===== src/inc/ocr_pkg.sv =====
// Constants for the overcurrent response and load monitor block.
// Assumes a 50 MHz system clock and a simple register strobe port.
package ocr_pkg;

	// ============================================================
	// Clock and qualification delays
	localparam int CLK_PERIOD_NS = 20;
	localparam int DOC_DLY_US    = 80;
	localparam int COC_DLY_US    = 80;
	localparam int SCD_DLY_US    = 2;
	localparam int DOC_DLY_CYC   = (DOC_DLY_US * 1000 + CLK_PERIOD_NS - 1) / CLK_PERIOD_NS;
	localparam int COC_DLY_CYC   = (COC_DLY_US * 1000 + CLK_PERIOD_NS - 1) / CLK_PERIOD_NS;
	localparam int SCD_DLY_CYC   = (SCD_DLY_US * 1000 + CLK_PERIOD_NS - 1) / CLK_PERIOD_NS;
	localparam int CNT_W         = 12;

	// ============================================================
	// Register offsets
	localparam logic [7:0] ADDR_STATUS  = 8'h01;
	localparam logic [7:0] ADDR_DCFG    = 8'h05;
	localparam logic [7:0] ADDR_CCFG    = 8'h06;
	localparam logic [7:0] ADDR_FETCTL  = 8'h08;
	localparam logic [7:0] ADDR_AOSEL   = 8'h09;

	// ============================================================
	// Field positions
	localparam int BIT_DOC_FLAG     = 0;
	localparam int BIT_COC_FLAG     = 1;
	localparam int BIT_SCD_FLAG     = 2;
	localparam int BIT_LOAD_PRESENT = 3;
	localparam int BIT_DOC_DIS      = 7;
	localparam int BIT_SCD_DIS      = 4;
	localparam int BIT_COC_DIS      = 7;
	localparam int BIT_DFET         = 0;
	localparam int BIT_CFET         = 1;
	localparam int BIT_LDMON_EN     = 2;

	// ============================================================
	// Reset values and selector codes
	localparam logic [7:0] DCFG_RST       = 8'h00;
	localparam logic [7:0] CCFG_RST       = 8'h00;
	localparam logic [7:0] FETCTL_RST     = 8'h00;
	localparam logic [3:0] AOSEL_RST      = 4'h0;
	localparam logic [3:0] AOSEL_EXT_TEMP = 4'ha;

endpackage : ocr_pkg


===== src/verilog/ocr_sync3.sv =====
// Three-stage input synchroniser with agreement filter.
// Assumes the input is asynchronous to sys_clk_in.
module ocr_sync3
	import ocr_pkg::*;
(
	// Clock and reset
	input  wire logic sys_clk_in,
	input  wire logic arst_n_in,
	// Data
	input  wire logic async_in,
	output logic      level_out
);

	typedef struct packed {
		logic s1;
		logic s2;
		logic s3;
		logic lvl;
	} ocr_sync_s;

	ocr_sync_s st_q;
	ocr_sync_s st_d;

	// ============================================================
	// Next state
	always_comb begin
		st_d    = st_q;
		st_d.s1 = async_in;
		st_d.s2 = st_q.s1;
		st_d.s3 = st_q.s2;
		// Stage one is never looked at, only the later two
		if (st_q.s2 == st_q.s3) begin
			st_d.lvl = st_q.s3;
		end
	end

	always_ff @(posedge sys_clk_in or negedge arst_n_in) begin
		if (!arst_n_in) begin
			st_q <= '0;
		end else begin
			st_q <= st_d;
		end
	end

	assign level_out = st_q.lvl;

endmodule : ocr_sync3


===== src/verilog/ocr_top.sv =====
// Overcurrent response, fault status and load monitor control.
// Assumes analog comparators on pins and a host register strobe port.
// How it works
// - Discharge overcurrent turns FETs off unless register 5 bit 7 set
// - Short circuit turns FETs off unless register 5 bit 4 set
// - Charge overcurrent turns FETs off unless register 6 bit 7 set
// - Faults are always detected and flagged, whatever the override bits
// - Flags set only after qualification delay, held in status at 01H
// - Wake output high while any fault flag is set
// - Reading status clears fault flags; wake output drops unless external temperature selected
// - Selecting external temperature on analog output raises wake output
// - Automatic response switches off both discharge and charge FETs
// - Device never turns FETs back on; only host writes do
// - Load monitor idle unless enable bit set; bit enables current sink
// - While enabled, sense pin tied to ground through internal resistor
// - Load indication follows comparator: high above reference, low below
// - Wake output stays on while external temperature is selected
module ocr_top
	import ocr_pkg::*;
(
	// Clock and reset
	input  wire logic       sys_clk_in,
	input  wire logic       arst_n_in,
	// Register port
	input  wire logic [7:0] reg_addr_in,
	input  wire logic       reg_wr_in,
	input  wire logic       reg_rd_in,
	input  wire logic [7:0] reg_wdata_in,
	output logic      [7:0] reg_rdata_out,
	// Comparator inputs
	input  wire logic       doc_cmp_in,
	input  wire logic       coc_cmp_in,
	input  wire logic       scd_cmp_in,
	input  wire logic       load_sense_cmp_in,
	// Outputs
	output logic            dfet_on_out,
	output logic            cfet_on_out,
	output logic            thermistor_supply_wake_out,
	output logic            load_sink_en_out,
	output logic            load_present_indication_out,
	output logic      [3:0] analog_out_select_out
);

	typedef struct packed {
		logic [CNT_W-1:0] doc_cnt;
		logic [CNT_W-1:0] coc_cnt;
		logic [CNT_W-1:0] scd_cnt;
		logic             discharge_oc_flag;
		logic             charge_oc_flag;
		logic             short_circuit_flag;
		logic [7:0]       dcfg;
		logic [7:0]       ccfg;
		logic [7:0]       fetctl;
		logic [3:0]       analog_out_select;
		logic [7:0]       rdata;
		logic             wake;
		logic             load_present;
	} ocr_state_s;

	ocr_state_s st_q;
	ocr_state_s st_d;
	logic       doc_s;
	logic       coc_s;
	logic       scd_s;
	logic       load_s;
	logic       doc_hit;
	logic       coc_hit;
	logic       scd_hit;
	logic       auto_off;
	logic       stat_rd;

	// ============================================================
	// Input synchronisers
	ocr_sync3 u_sync_doc (
		.sys_clk_in (sys_clk_in),
		.arst_n_in  (arst_n_in),
		.async_in   (doc_cmp_in),
		.level_out  (doc_s)
	);
	ocr_sync3 u_sync_coc (
		.sys_clk_in (sys_clk_in),
		.arst_n_in  (arst_n_in),
		.async_in   (coc_cmp_in),
		.level_out  (coc_s)
	);
	ocr_sync3 u_sync_scd (
		.sys_clk_in (sys_clk_in),
		.arst_n_in  (arst_n_in),
		.async_in   (scd_cmp_in),
		.level_out  (scd_s)
	);
	ocr_sync3 u_sync_load (
		.sys_clk_in (sys_clk_in),
		.arst_n_in  (arst_n_in),
		.async_in   (load_sense_cmp_in),
		.level_out  (load_s)
	);

	// ============================================================
	// Helpers
	// Saturating qualification counter; a dropout restarts the delay
	function automatic logic [CNT_W-1:0] qual_step(input logic cond,
			input logic [CNT_W-1:0] cnt, input logic [CNT_W-1:0] lim);
		logic [CNT_W-1:0] r;
		r = '0;
		if (cond && cnt != lim) begin
			r = cnt + 1'b1;
		end else if (cond) begin
			r = cnt;
		end
		return r;
	endfunction : qual_step

	function automatic logic qual_hit(input logic cond,
			input logic [CNT_W-1:0] cnt, input logic [CNT_W-1:0] lim);
		return cond && (cnt == lim - 1'b1);
	endfunction : qual_hit

	always_comb begin
		doc_hit  = qual_hit(doc_s, st_q.doc_cnt, CNT_W'(DOC_DLY_CYC));
		coc_hit  = qual_hit(coc_s, st_q.coc_cnt, CNT_W'(COC_DLY_CYC));
		scd_hit  = qual_hit(scd_s, st_q.scd_cnt, CNT_W'(SCD_DLY_CYC));
		auto_off = (doc_hit && !st_q.dcfg[BIT_DOC_DIS])
			|| (scd_hit && !st_q.dcfg[BIT_SCD_DIS])
			|| (coc_hit && !st_q.ccfg[BIT_COC_DIS]);
		stat_rd  = reg_rd_in && (reg_addr_in == ADDR_STATUS);
	end

	// ============================================================
	// Next state
	always_comb begin
		st_d = st_q;
		st_d.doc_cnt = qual_step(doc_s, st_q.doc_cnt, CNT_W'(DOC_DLY_CYC));
		st_d.coc_cnt = qual_step(coc_s, st_q.coc_cnt, CNT_W'(COC_DLY_CYC));
		st_d.scd_cnt = qual_step(scd_s, st_q.scd_cnt, CNT_W'(SCD_DLY_CYC));
		// Register reads return the value before any clear
		if (reg_rd_in) begin
			case (reg_addr_in)
				ADDR_STATUS: st_d.rdata = {4'h0, st_q.load_present, st_q.short_circuit_flag,
					st_q.charge_oc_flag, st_q.discharge_oc_flag};
				ADDR_DCFG:   st_d.rdata = st_q.dcfg;
				ADDR_CCFG:   st_d.rdata = st_q.ccfg;
				ADDR_FETCTL: st_d.rdata = st_q.fetctl;
				ADDR_AOSEL:  st_d.rdata = {4'h0, st_q.analog_out_select};
				default:     st_d.rdata = 8'h00;
			endcase
		end

		if (stat_rd) begin
			st_d.discharge_oc_flag  = 1'b0;
			st_d.charge_oc_flag     = 1'b0;
			st_d.short_circuit_flag = 1'b0;
		end
		// Set after clear so an event in the read cycle is kept
		if (doc_hit) begin
			st_d.discharge_oc_flag = 1'b1;
		end
		if (coc_hit) begin
			st_d.charge_oc_flag = 1'b1;
		end
		if (scd_hit) begin
			st_d.short_circuit_flag = 1'b1;
		end

		if (reg_wr_in) begin
			case (reg_addr_in)
				ADDR_DCFG:   st_d.dcfg = reg_wdata_in;
				ADDR_CCFG:   st_d.ccfg = reg_wdata_in;
				ADDR_FETCTL: st_d.fetctl = reg_wdata_in;
				ADDR_AOSEL:  st_d.analog_out_select = reg_wdata_in[3:0];
				default:     st_d.fetctl = st_d.fetctl;
			endcase
		end
		// Gate with the new enable so the indication never outlives the sink
		st_d.load_present = load_s && st_d.fetctl[BIT_LDMON_EN];
		// Protection beats a host turn-on in the same cycle
		if (auto_off) begin
			st_d.fetctl[BIT_DFET] = 1'b0;
			st_d.fetctl[BIT_CFET] = 1'b0;
		end

		st_d.wake = st_d.discharge_oc_flag || st_d.charge_oc_flag
			|| st_d.short_circuit_flag
			|| (st_d.analog_out_select == AOSEL_EXT_TEMP);
	end

	always_ff @(posedge sys_clk_in or negedge arst_n_in) begin
		if (!arst_n_in) begin
			st_q <= '{doc_cnt: '0, coc_cnt: '0, scd_cnt: '0,
				discharge_oc_flag: 1'b0, charge_oc_flag: 1'b0, short_circuit_flag: 1'b0,
				dcfg: DCFG_RST, ccfg: CCFG_RST, fetctl: FETCTL_RST,
				analog_out_select: AOSEL_RST, rdata: 8'h00, wake: 1'b0,
				load_present: 1'b0};
		end else begin
			st_q <= st_d;
		end
	end

	// ============================================================
	// Outputs
	assign reg_rdata_out               = st_q.rdata;
	assign dfet_on_out                 = st_q.fetctl[BIT_DFET];
	assign cfet_on_out                 = st_q.fetctl[BIT_CFET];
	assign thermistor_supply_wake_out  = st_q.wake;
	assign load_sink_en_out            = st_q.fetctl[BIT_LDMON_EN];
	assign load_present_indication_out = st_q.load_present;
	assign analog_out_select_out       = st_q.analog_out_select;

	logic any_flag;
	assign any_flag = st_q.discharge_oc_flag || st_q.charge_oc_flag || st_q.short_circuit_flag;
endmodule : ocr_top

===== config.mk =====
export PLATFORM = sky130hd
export DESIGN_NAME = ocr_top
export DESIGN_NICKNAME = d
export VERILOG_FILES = /design/src/inc/ocr_pkg.sv /design/src/verilog/ocr_sync3.sv /design/src/verilog/ocr_top.sv
export SDC_FILE = /design/constraint.sdc
export NUM_CORES = 1
export LEC_CHECK = 0
export BUFFER_PORTS_ARGS = -buffer_cell sky130_fd_sc_hd__buf_2
export CAP_MARGIN = 40
export CORE_ASPECT_RATIO = 1.5
export CORE_MARGIN = 5
export CORE_UTILIZATION = 25
export CTS_BUF_LIST = sky130_fd_sc_hd__clkbuf_8
export DETAILED_ROUTE_END_ITERATION = 10
export PLACE_DENSITY_LB_ADDON = 0.05
export SLEW_MARGIN = 0
export SYNTH_ARGS = -nofsm -noshare
export SYNTH_HDL_FRONTEND = slang
export SYNTH_HIERARCHICAL = 1
export SYNTH_SLANG_ARGS = --single-unit

===== constraint.sdc =====
create_clock -name sys_clk_in -period 2.2 [get_ports sys_clk_in]
set_clock_uncertainty 0.05 [all_clocks]
set_input_delay 0.22 -clock sys_clk_in [delete_from_list [all_inputs] [get_ports sys_clk_in]]
set_output_delay 0.22 -clock sys_clk_in [all_outputs]
set_load 0.1 [all_outputs]

==> key figures, run 1 <==
Run status
  – Status: completed

Cells and area
  – Commonest non-fill, non-tap cells in the layout: 93 x dfrtp_1, 39 x buf_2, 24 x and2_1, 22 x mux2_2, 21 x inv_1
  – Area grow syn2layout: 16.6%
  – Nets: 472
  – Post-layout util: 29.8%
  – Share of cells above drive strength 1: 24.2%
  – Most common cell after layout, fill and taps aside: dfrtp_1
  – # diodes: 0

Synth
  – Post-synth EDFFs: 0
  – Syn. warnings: 6
  – Library cells used by synthesis: 51
  – Synthesized area: 0.00445 mm^2
  – Register area share after synthesis: 52.3%
  – Yosys reg bits: 93
  – Main flop type after synthesis: dfrtp_1
  – Syn Nets: 420
  – Asr flop ratio synth: 100%
  – Cells after synthesis: 390
  – Mapped Avg Cell Area: 11.4 um^2

Floorplan
  – Core box area: 0.0174 mm^2
  – Die Height: 173 um
  – I/O Pins: 41
  – Die W: 119 um
  – # rows: 59
  – Die ar.: 0.0206 mm^2
  – Initial Util: 25.5%

Detailed routing
  – Remaining DRCs: 0
  – Drt wl/cell: 15.7 um
  – Final wirelength: 10,300 um
  – Via density: 4.53
  – Antenna-violating nets left: 0
  – Vias: 2,987
  – 1st-iter DRT viols: 120
  – Detailed Routing Iterations Pass 1: 4

Timing
  – Fin crit share: 91.9%
  – Setup violators final: 0
  – Hold Vio Cnt, Final: 0
  – Worst slew pin tran: 518 ps
  – RSZ-0062 raised after global routing: false
  – Slew margin rel.: 65.5%
  – Tmin final: 2020 ps
  – Slew Limit Fails: 0
  – Final setup TNS: 0 ps
  – Final worst setup slack: 178 ps
  – Max Freq: 494 MHz

Worst setup path
  – Worst Setup End Kind: flip-flop
  – Setup Crit Path Kind: flip-flop to flip-flop
  – Critical path fanouts, max: 5
  – Crit start category: flip-flop
  – WP data required: 2420 ps
  – CP arrival: 2240 ps

CTS
  – Worst-Skew Late Latency: 370 ps
  – Hold Buf Count CTS: 5
  – H-tree level count: 3
  – CTS Buf Count: 9
  – Reg clk slew, reported paths: 100 ps
  – Cts repair resizes: 0
  – Clock Path Buffers: 2
  – Postcts setup bufs: 0
  – TritonCTS clock tree: yes
  – CTS sink count: 93
  – Root Buffer: clkbuf_8

Placed design
  – Post-DP HPWL: 7660 um
  – Place WS: 135 ps
  – RePlAce Congestion: 0.701
  – PortBufs: 40

GRT
  – Largest net degree at the start of global routing: 38
  – Total track usage: 10.5%
  – Vias in the first global route: 3,217
  – Initial antenna violation count: 0
  – Remaining global-route overflow: 0
  – First-pass GRT wire length: 17,200 um

Run
  – Max cap viols: 0

Power
  – Clock share of power: 35.8%
  – Leakage: 2.35 nW
  – Seq pwr share: 54.5%
  – Pwr Density: 654 mW/mm^2
  – VDD IR-drop max: 0.248 mV
  – Switching share of total power: 26.4%
  – Int Pwr: 2.50 mW
  – Total power draw: 3.39 mW
  – P_sw: 0.897 mW
  – Combinational share of power: 9.7%

Min path
  – HP Class: input port to flip-flop
==> per-stage QoR <==
step	hold WS (ps)	std cells	cell area (um^2)
2_1_floorplan	-126	390	4450
3_3_place_gp	193	639	4930
3_5_place_dp	183	639	4930
4_1_cts	21.4	659	5190
5_1_grt	44.8	659	5190
6_report	55.9	659	5190
==> metal layers <==
layer / wire (um) / vias to the layer above / GRT usage [%] / part of all wire [%]
met5: 0 / - / 0 / 0
met4: 213 / 0 / 4.30 / 2.1
met3: 332 / 12 / 2.48 / 3.2
met2: 5530 / 41 / 19.1 / 54
met1: 4250 / 1463 / 11.7 / 41
li1: - / 1471 / - / -
==> critical path: stages (launching register included) <==
cell	delay, ps
dfrtp_1	440
or4_1	590
nor4_1	490
a222oi_1	180
nor2b_1	170
==> registers in the layout, indices dropped and copies added, names as in the netlist, 2 cells and up <==
register               cells
reg_rdata_out              8
u_sync_load/st_d           2
st_q                      60
u_sync_doc/st_d            2
u_sync_scd/st_d            2
analog_out_select_out      4
u_sync_coc/st_d            2
==> synth_stat cells, types with 7 or more instances <==
cell type	count	share of area (%)
nor4_1	9	1.3
o21ai_0	10	1.1
nand2_1	15	1.3
xnor2_1	15	3.0
dfrtp_1	93	52
clkbuf_1	9	0.76
nand4_1	8	1.1
mux2_2	22	5.6
xor2_1	11	2.2
buf_4	12	2.0
inv_1	21	1.8
nor3_1	7	0.79
mux2i_1	10	2.2
nand3_1	13	1.5
nor2b_1	14	2.0
and2_1	24	3.4
nor2_1	11	0.93
==> cell type report <==
| class | count | area, um^2 |
|---|---|---|
| clock buffer | 11 | 151 |
| fill | 1810 | 12200 |
| inverter | 21 | 78.8 |
| tap | 213 | 267 |
| clock inverter | 4 | 55.1 |
| sequential | 93 | 2330 |
| multi-input combinational | 253 | 1900 |
| timing repair buffer | 64 | 408 |
==> logic make-up (layout without fill, tap and decap cells) <==
group / Yosys count / in the layout / synth area share (%)
xor gates and xnor gates: 26 / 26 / 5.12
adders and majority gates: 10 / 10 / 2.70
DFF: 93 / 93 / 52.3
muxes: 33 / 33 / 8.16
buffers and inverters: 44 / 100 / 4.92
AOI/OAI and AO/OA: 48 / 48 / 7.65
and+or+nand+nor: 136 / 136 / 19.2
==> power groups by stage <==
stage	Clock (mW)	Combinational, mW	Sequential [mW]
after floorplan	0	0.193	1.88
after global placement	0	0.330	1.88
after detailed placement	0	0.334	1.89
after CTS	1.30	0.342	1.85
after global routing	1.36	0.370	1.86
final	1.21	0.330	1.85
==> final timing paths <==
check / start / endpoint / slack (ps) / cells past startpoint
worst max-delay path: st_q[49] / dfet_on_out / 180 / 4
worst min-delay path: reg_wdata_in[7] / st_q[37] / 60 / 3
worst max register to register: st_q[49] / dfet_on_out / 180 / 4
worst min register to register: u_sync_load/st_d[2] / u_sync_load/st_d[1] / 290 / 0
max in group asynchronous: arst_n_in / st_q[69] / 1070 / 3
min in group asynchronous: arst_n_in / st_q[27] / 310 / 2
Note: power is estimated with default switching activity, not from simulation.
==> inputs of run 2 (changes only) <==
--- a/config.mk
+++ b/config.mk
@@ -13,6 +13,7 @@
 export CTS_BUF_LIST = sky130_fd_sc_hd__clkbuf_8
 export DETAILED_ROUTE_END_ITERATION = 10
 export PLACE_DENSITY_LB_ADDON = 0.05
+export RECOVER_POWER = 25
 export SLEW_MARGIN = 0
 export SYNTH_ARGS = -nofsm -noshare
 export SYNTH_HDL_FRONTEND = slang
==> key figures, run 2 (synthesis gave the netlist of run 1 again) <==
Detailed routing
  – Final wirelength: 10,300 um (about the same)
  – 1st-iter DRT viols: 120 (unchanged)
  – Remaining DRCs: 0 (unchanged)
  – Via density: 4.54 (about the same)
  – Antenna-violating nets left: 0 (unchanged)
  – Drt wl/cell: 15.7 um (about the same)
  – Vias: 2,989 (+0.067%)
  – Detailed Routing Iterations Pass 1: 4 (unchanged)

Timing
  – Slew margin rel.: 33.1% (-32 points)
  – Setup violators final: 0 (unchanged)
  – Slew Limit Fails: 0 (unchanged)
  – Hold Vio Cnt, Final: 0 (unchanged)
  – Max Freq: 495 MHz (about the same)
  – Final worst setup slack: 178 ps (+0.177 ps)
  – RSZ-0062 raised after global routing: false
  – Fin crit share: 91.9% (about the same)
  – Final hold slack: 55.7 ps (-0.198 ps)
  – Worst slew pin tran: 1000 ps (+485 ps)
  – Final setup TNS: 0 ps (unchanged)
  – Tmin final: 2020 ps (-0.177 ps)

CTS
  – Worst-Skew Late Latency: 370 ps (about the same)
  – CTS Buf Count: 9 (unchanged)
  – H-tree level count: 3 (unchanged)
  – TritonCTS clock tree: yes
  – Postcts setup bufs: 0 (unchanged)
  – Clock Path Buffers: 2 (unchanged)
  – CTS sink count: 93 (unchanged)
  – Reg clk slew, reported paths: 100 ps (about the same)
  – Root Buffer: clkbuf_8
  – Cts repair resizes: 0 (unchanged)

Placed design
  – Post-Place Cells: 639 (unchanged)
  – RePlAce Congestion: 0.701 (unchanged)
  – Dpl cell area: 0.00493 mm^2 (unchanged)
  – Place WS: 135 ps (unchanged)
  – Post-DP HPWL: 7660 um (unchanged)
  – PortBufs: 40 (unchanged)

Run status
  – Status: completed

Floorplan
  – Die Height: 173 um (unchanged)
  – # rows: 59 (unchanged)
  – Die ar.: 0.0206 mm^2 (unchanged)
  – Initial Util: 25.5% (unchanged)
  – Core box area: 0.0174 mm^2 (unchanged)
  – Die W: 119 um (unchanged)
  – I/O Pins: 41 (unchanged)

Worst setup path
  – Worst r2r src: st_q[49]
  – Critical path fanouts, max: 5 (unchanged)
  – Slowest CP cell: or4_1
  – Critical Path, Cell by Cell: or4_1, nor4_1, a222oi_1, nor2b_1
  – WP buf/inv: 0 (unchanged)
  – Top Family by Delay on Critical Path: simple AND/OR/NAND/NOR gates
  – RR Endpoint: dfet_on_out
  – R2R setup slack: 180 ps (about the same)
  – Worst Setup End Kind: flip-flop
  – Register-to-Register Path Depth: 4 (unchanged)
  – Crit start category: flip-flop
  – CP arrival: 2240 ps (about the same)
  – Setup Crit Path Kind: flip-flop to flip-flop
  – WP data required: 2420 ps (about the same)
  – Max incr delay on CP: 590 ps (about the same)

Min path
  – Hold Path Origin: reg_wdata_in[7]
  – HP Class: input port to flip-flop
  – Hold Crit Endpoint: st_q[37]
  – Hold depth: 3 (unchanged)

GRT
  – Initial antenna violation count: 0 (unchanged)
  – Total track usage: 10.5% (unchanged)
  – Largest net degree at the start of global routing: 38 (unchanged)
  – Vias in the first global route: 3,217 (unchanged)
  – First-pass GRT wire length: 17,200 um (unchanged)
  – Remaining global-route overflow: 0 (unchanged)

Cells and area
  – Nets: 472 (unchanged)
  – # diodes: 0 (unchanged)
  – Largest reg by FF count: st_q
  – Commonest non-fill, non-tap cells in the layout: 93 x dfrtp_1, 38 x buf_2, 24 x and2_1, 22 x mux2_2, 21 x inv_1
  – Cell area after layout: 0.00518 mm^2 (-0.22%)
  – Area grow syn2layout: 16.4%
  – Most common cell after layout, fill and taps aside: dfrtp_1
  – Max FFs per register: 60 (unchanged)
  – Non-filler instance count after layout: 659 (unchanged)
  – Share of cells above drive strength 1: 23.5% (-0.67 points)

Power
  – Leakage: 2.34 nW (-0.37%)
  – VDD IR-drop max: 0.233 mV (-5.9%)
  – Pwr Density: 654 mW/mm^2 (about the same)

Run
  – Max cap viols: 0 (unchanged)
[run 2: changes by cell type in the layout (fill, tap and decap cells not counted)]
cell,change
buf_2,-1
buf_4,-3
clkbuf_1,+2
clkbuf_2,+2
maj3_1,+1
maj3_2,-1
[run 2: worst register-to-register path, stage by stage, from the launching register on]
cell and delay (ps):
dfrtp_1 440, or4_1 590, nor4_1 490, a222oi_1 180, nor2b_1 170
[run 2: repair_timing]
item / 4_1_cts / 5_1_grt
endpoints found under the hold margin: 38 / 0
hold buffers: 5 / 0
setup endpoints to repair: 0 / 0
[run 2: worst max path at each step]
stage / startpoint / endpoint / slack [ps] / cells after the start
final: st_q[49] / dfet_on_out / 180 / 4
after global placement: st_q[49] / dfet_on_out / 150 / 4
after CTS: st_q[49] / dfet_on_out / 120 / 4
after floorplan: reg_addr_in[5] / load_present_indication_out / 210 / 5
after detailed placement: reg_addr_in[5] / st_q[19] / 140 / 5
after global routing: st_q[49] / dfet_on_out / 30 / 4
[run 2: stage by stage]
stage               power [mW]  util [%]
floorplan                 2.08         -
global placement          2.21      28.3
detailed placement        2.22      28.3
CTS                       3.50      29.8
global route              3.59      29.7
finish                    3.39      29.7
[run 2: where the power goes]
group	internal, mW	switching, mW	total, mW
Combinational	0.124	0.202	0.326
Sequential	1.78	0.0704	1.85
Clock	0.590	0.624	1.21
[run 2: metal layers]
metal  vias to the layer above  GRT usage (%)  share of wire (%)
met5                         -              0                  0
met4                         0           4.30                2.1
li1                       1472              -                  -
met2                        41           19.1                 54
met3                        12           2.48                3.2
met1                      1464           11.7                 41
[run 2: layout make-up]
| class | count | area [um^2] |
|---|---|---|
| fillers | 1815 | 12200 |
| flip-flops and latches | 93 | 2330 |
| multi-input cells | 253 | 1900 |
| repair buffers | 64 | 398 |
| well taps | 213 | 267 |
| clock buffers | 11 | 151 |
| inverters | 21 | 78.8 |
| clock inverters | 4 | 55.1 |
==> inputs of run 3 (changes only) <==
--- a/config.mk
+++ b/config.mk
@@ -5,6 +5,7 @@
 export SDC_FILE = /design/constraint.sdc
 export NUM_CORES = 1
 export LEC_CHECK = 0
+export ABC_AREA = 0
 export BUFFER_PORTS_ARGS = -buffer_cell sky130_fd_sc_hd__buf_2
 export CAP_MARGIN = 40
 export CORE_ASPECT_RATIO = 1.5
@@ -14,6 +15,7 @@
 export DETAILED_ROUTE_END_ITERATION = 10
 export PLACE_DENSITY_LB_ADDON = 0.05
 export RECOVER_POWER = 25
+export SETUP_SLACK_MARGIN = 0.4
 export SLEW_MARGIN = 0
 export SYNTH_ARGS = -nofsm -noshare
 export SYNTH_HDL_FRONTEND = slang
==> key figures, run 3 (synthesis gave the netlist of run 1 again) <==
Worst setup path
  – Worst Setup End Kind: flip-flop
  – Setup Crit Path Kind: flip-flop to flip-flop
  – Crit path capture: dfet_on_out
  – RR Endpoint: dfet_on_out
  – WP data required: 2420 ps (about the same)
  – Crit start category: flip-flop
  – Critical path fanouts, max: 5 (unchanged)
  – Register-to-Register Path Depth: 5 (+1)
  – R2R setup slack: 430 ps (+260 ps)
  – Critical path launch point: st_q[49]
  – CP arrival: 1990 ps (-250 ps)
  – Worst r2r src: st_q[49]

Detailed routing
  – Top Metal Used: met4
  – Metal3 WL: 326 um (-1.8%)
  – M1 WL: 4220 um (-0.52%)
  – 1st-iter DRT viols: 147 (+23%)
  – Remaining DRCs: 0 (unchanged)
  – Vias: 3,036 (+1.6%)
  – Antenna-violating nets left: 0 (unchanged)
  – Final wirelength: 10,600 um (+2.5%)
  – Via density: 4.54 (about the same)
  – DR WL met2: 5680 um (+2.7%)
  – Detailed Routing Iterations Pass 1: 4 (unchanged)
  – Drt wl/cell: 15.8 um (+0.92%)

Timing
  – Worst slew pin tran: 1320 ps (+315 ps)
  – Tmin final: 1770 ps (-255 ps)
  – Slew Limit Fails: 0 (unchanged)
  – Setup violators final: 0 (unchanged)
  – RSZ-0062 raised after global routing: true
  – Slew margin rel.: 12.2% (-21 points)
  – Fin crit share: 80.3% (-12 points)
  – Max Freq: 566 MHz (+14%)
  – Final setup TNS: 0 ps (unchanged)
  – Hold Vio Cnt, Final: 0 (unchanged)

GRT
  – Vias in the first global route: 3,322 (+3.3%)
  – Largest net degree at the start of global routing: 53 (+39%)
  – Remaining global-route overflow: 0 (unchanged)
  – Total track usage: 11.0% (+0.50 points)
  – First-pass GRT wire length: 18,000 um (+4.6%)
  – Initial antenna violation count: 0 (unchanged)

Cells and area
  – Nets: 481 (+1.9%)
  – Most common cell after layout, fill and taps aside: dfrtp_1
  – Largest reg by FF count: st_q
  – Non-filler instance count after layout: 669 (+1.5%)
  – # diodes: 0 (unchanged)
  – Area grow syn2layout: 20.1%
  – Cell area after layout: 0.00534 mm^2 (+3.1%)
  – Max FFs per register: 60 (unchanged)
  – Share of cells above drive strength 1: 26.8% (+3.2 points)
  – Post-layout util: 30.7% (+0.93 points)
  – Commonest non-fill, non-tap cells in the layout: 93 x dfrtp_1, 39 x buf_2, 27 x buf_4, 24 x and2_1, 21 x inv_1

CTS
  – H-tree level count: 3 (unchanged)
  – Reg clk slew, reported paths: 100 ps (about the same)
  – Clock Path Buffers: 2 (unchanged)
  – Root Buffer: clkbuf_8
  – TritonCTS clock tree: yes
  – Worst-Skew Late Latency: 380 ps (about the same)
  – CTS Buf Count: 9 (unchanged)
  – CTS sink count: 93 (unchanged)

Floorplan
  – Core box area: 0.0174 mm^2 (unchanged)
  – I/O Pins: 41 (unchanged)
  – Die Height: 173 um (unchanged)
  – # rows: 59 (unchanged)
  – Die ar.: 0.0206 mm^2 (unchanged)
  – Die W: 119 um (unchanged)
  – Initial Util: 25.5% (unchanged)

Placed design
  – Dpl cell area: 0.00496 mm^2 (+0.56%)
  – Post-DP HPWL: 7800 um (+1.8%)
  – RePlAce Congestion: 0.739 (+5.5%)
  – PortBufs: 40 (unchanged)
  – Post-Place Cells: 639 (unchanged)

Power
  – Clock share of power: 37.1% (+1.3 points)
  – Pwr Density: 655 mW/mm^2 (+0.12%)
  – Switching share of total power: 26.7% (+0.21 points)
  – VDD IR-drop max: 0.268 mV (+15%)
  – Leakage: 2.41 nW (+2.8%)
  – Seq pwr share: 52.5% (-2.1 points)
  – Int Pwr: 2.57 mW (+3.0%)
  – P_sw: 0.933 mW (+4.1%)
  – Combinational share of power: 10.5% (+0.9 points)

Min path
  – HP Class: input port to flip-flop
  – Hold Path Origin: reg_wdata_in[7]

Run
  – Max cap viols: 0 (unchanged)

Run status
  – Status: completed
## run 3: per-stage QoR
stage | total power, mW | worst slack, ps | hold slack, ps
6_report | 3.50 | 433 | 48.9
4_1_cts | 3.58 | 385 | 16.6
3_5_place_dp | 2.22 | -11.1 | 276
5_1_grt | 3.71 | 216 | 23.3
3_3_place_gp | 2.22 | 71.1 | 272
2_1_floorplan | 2.08 | 211 | -126
## run 3: worst max-delay path, stage by stage (launching register included)
cell and delay [ps]:
dfrtp_1 440, or4_4 590, nor4_4 220, a222oi_1 110, buf_4 160, nor2b_1 120
## run 3: layer usage
metal	GRT usage [%]	vias up
met2	19.6	58
met5	0	-
met1	12.2	1480
met4	6.23	0
met3	2.19	20
li1	-	1478
## run 3: worst min path at each step
stage	end	depth (start not counted)
after global routing	st_q[37]	3
final	st_q[37]	3
after detailed placement	reg_rdata_out[6]	1
after floorplan	analog_out_select_out[0]	0
after global placement	reg_rdata_out[5]	1
after CTS	st_q[37]	3
## run 3: power groups by stage
stage / combinational, mW / sequential [mW] / clock [mW]
after global placement: 0.343 / 1.88 / 0
after floorplan: 0.199 / 1.88 / 0
final: 0.366 / 1.84 / 1.30
after CTS: 0.375 / 1.84 / 1.37
after global routing: 0.414 / 1.85 / 1.44
after detailed placement: 0.346 / 1.88 / 0
## run 3: what timing repair did
action | 4_1_cts | 5_1_grt
pin swaps | 8 | 3
hold buffers | 5 | 0
gates cloned | 0 | 0
endpoints found under the hold margin | 53 | 0
setup buffers | 8 | 1
gates resized for setup | 6 | 3
setup endpoints to repair | 13 | 8
## run 3: final cells by class
cell class | instances | area, um^2
multi-input combinational | 253 | 1990
clock inverter | 7 | 97.6
clock buffer | 9 | 124
fill | 1777 | 12100
sequential | 93 | 2330
inverter | 21 | 78.8
tap | 213 | 267
timing repair buffer | 73 | 457
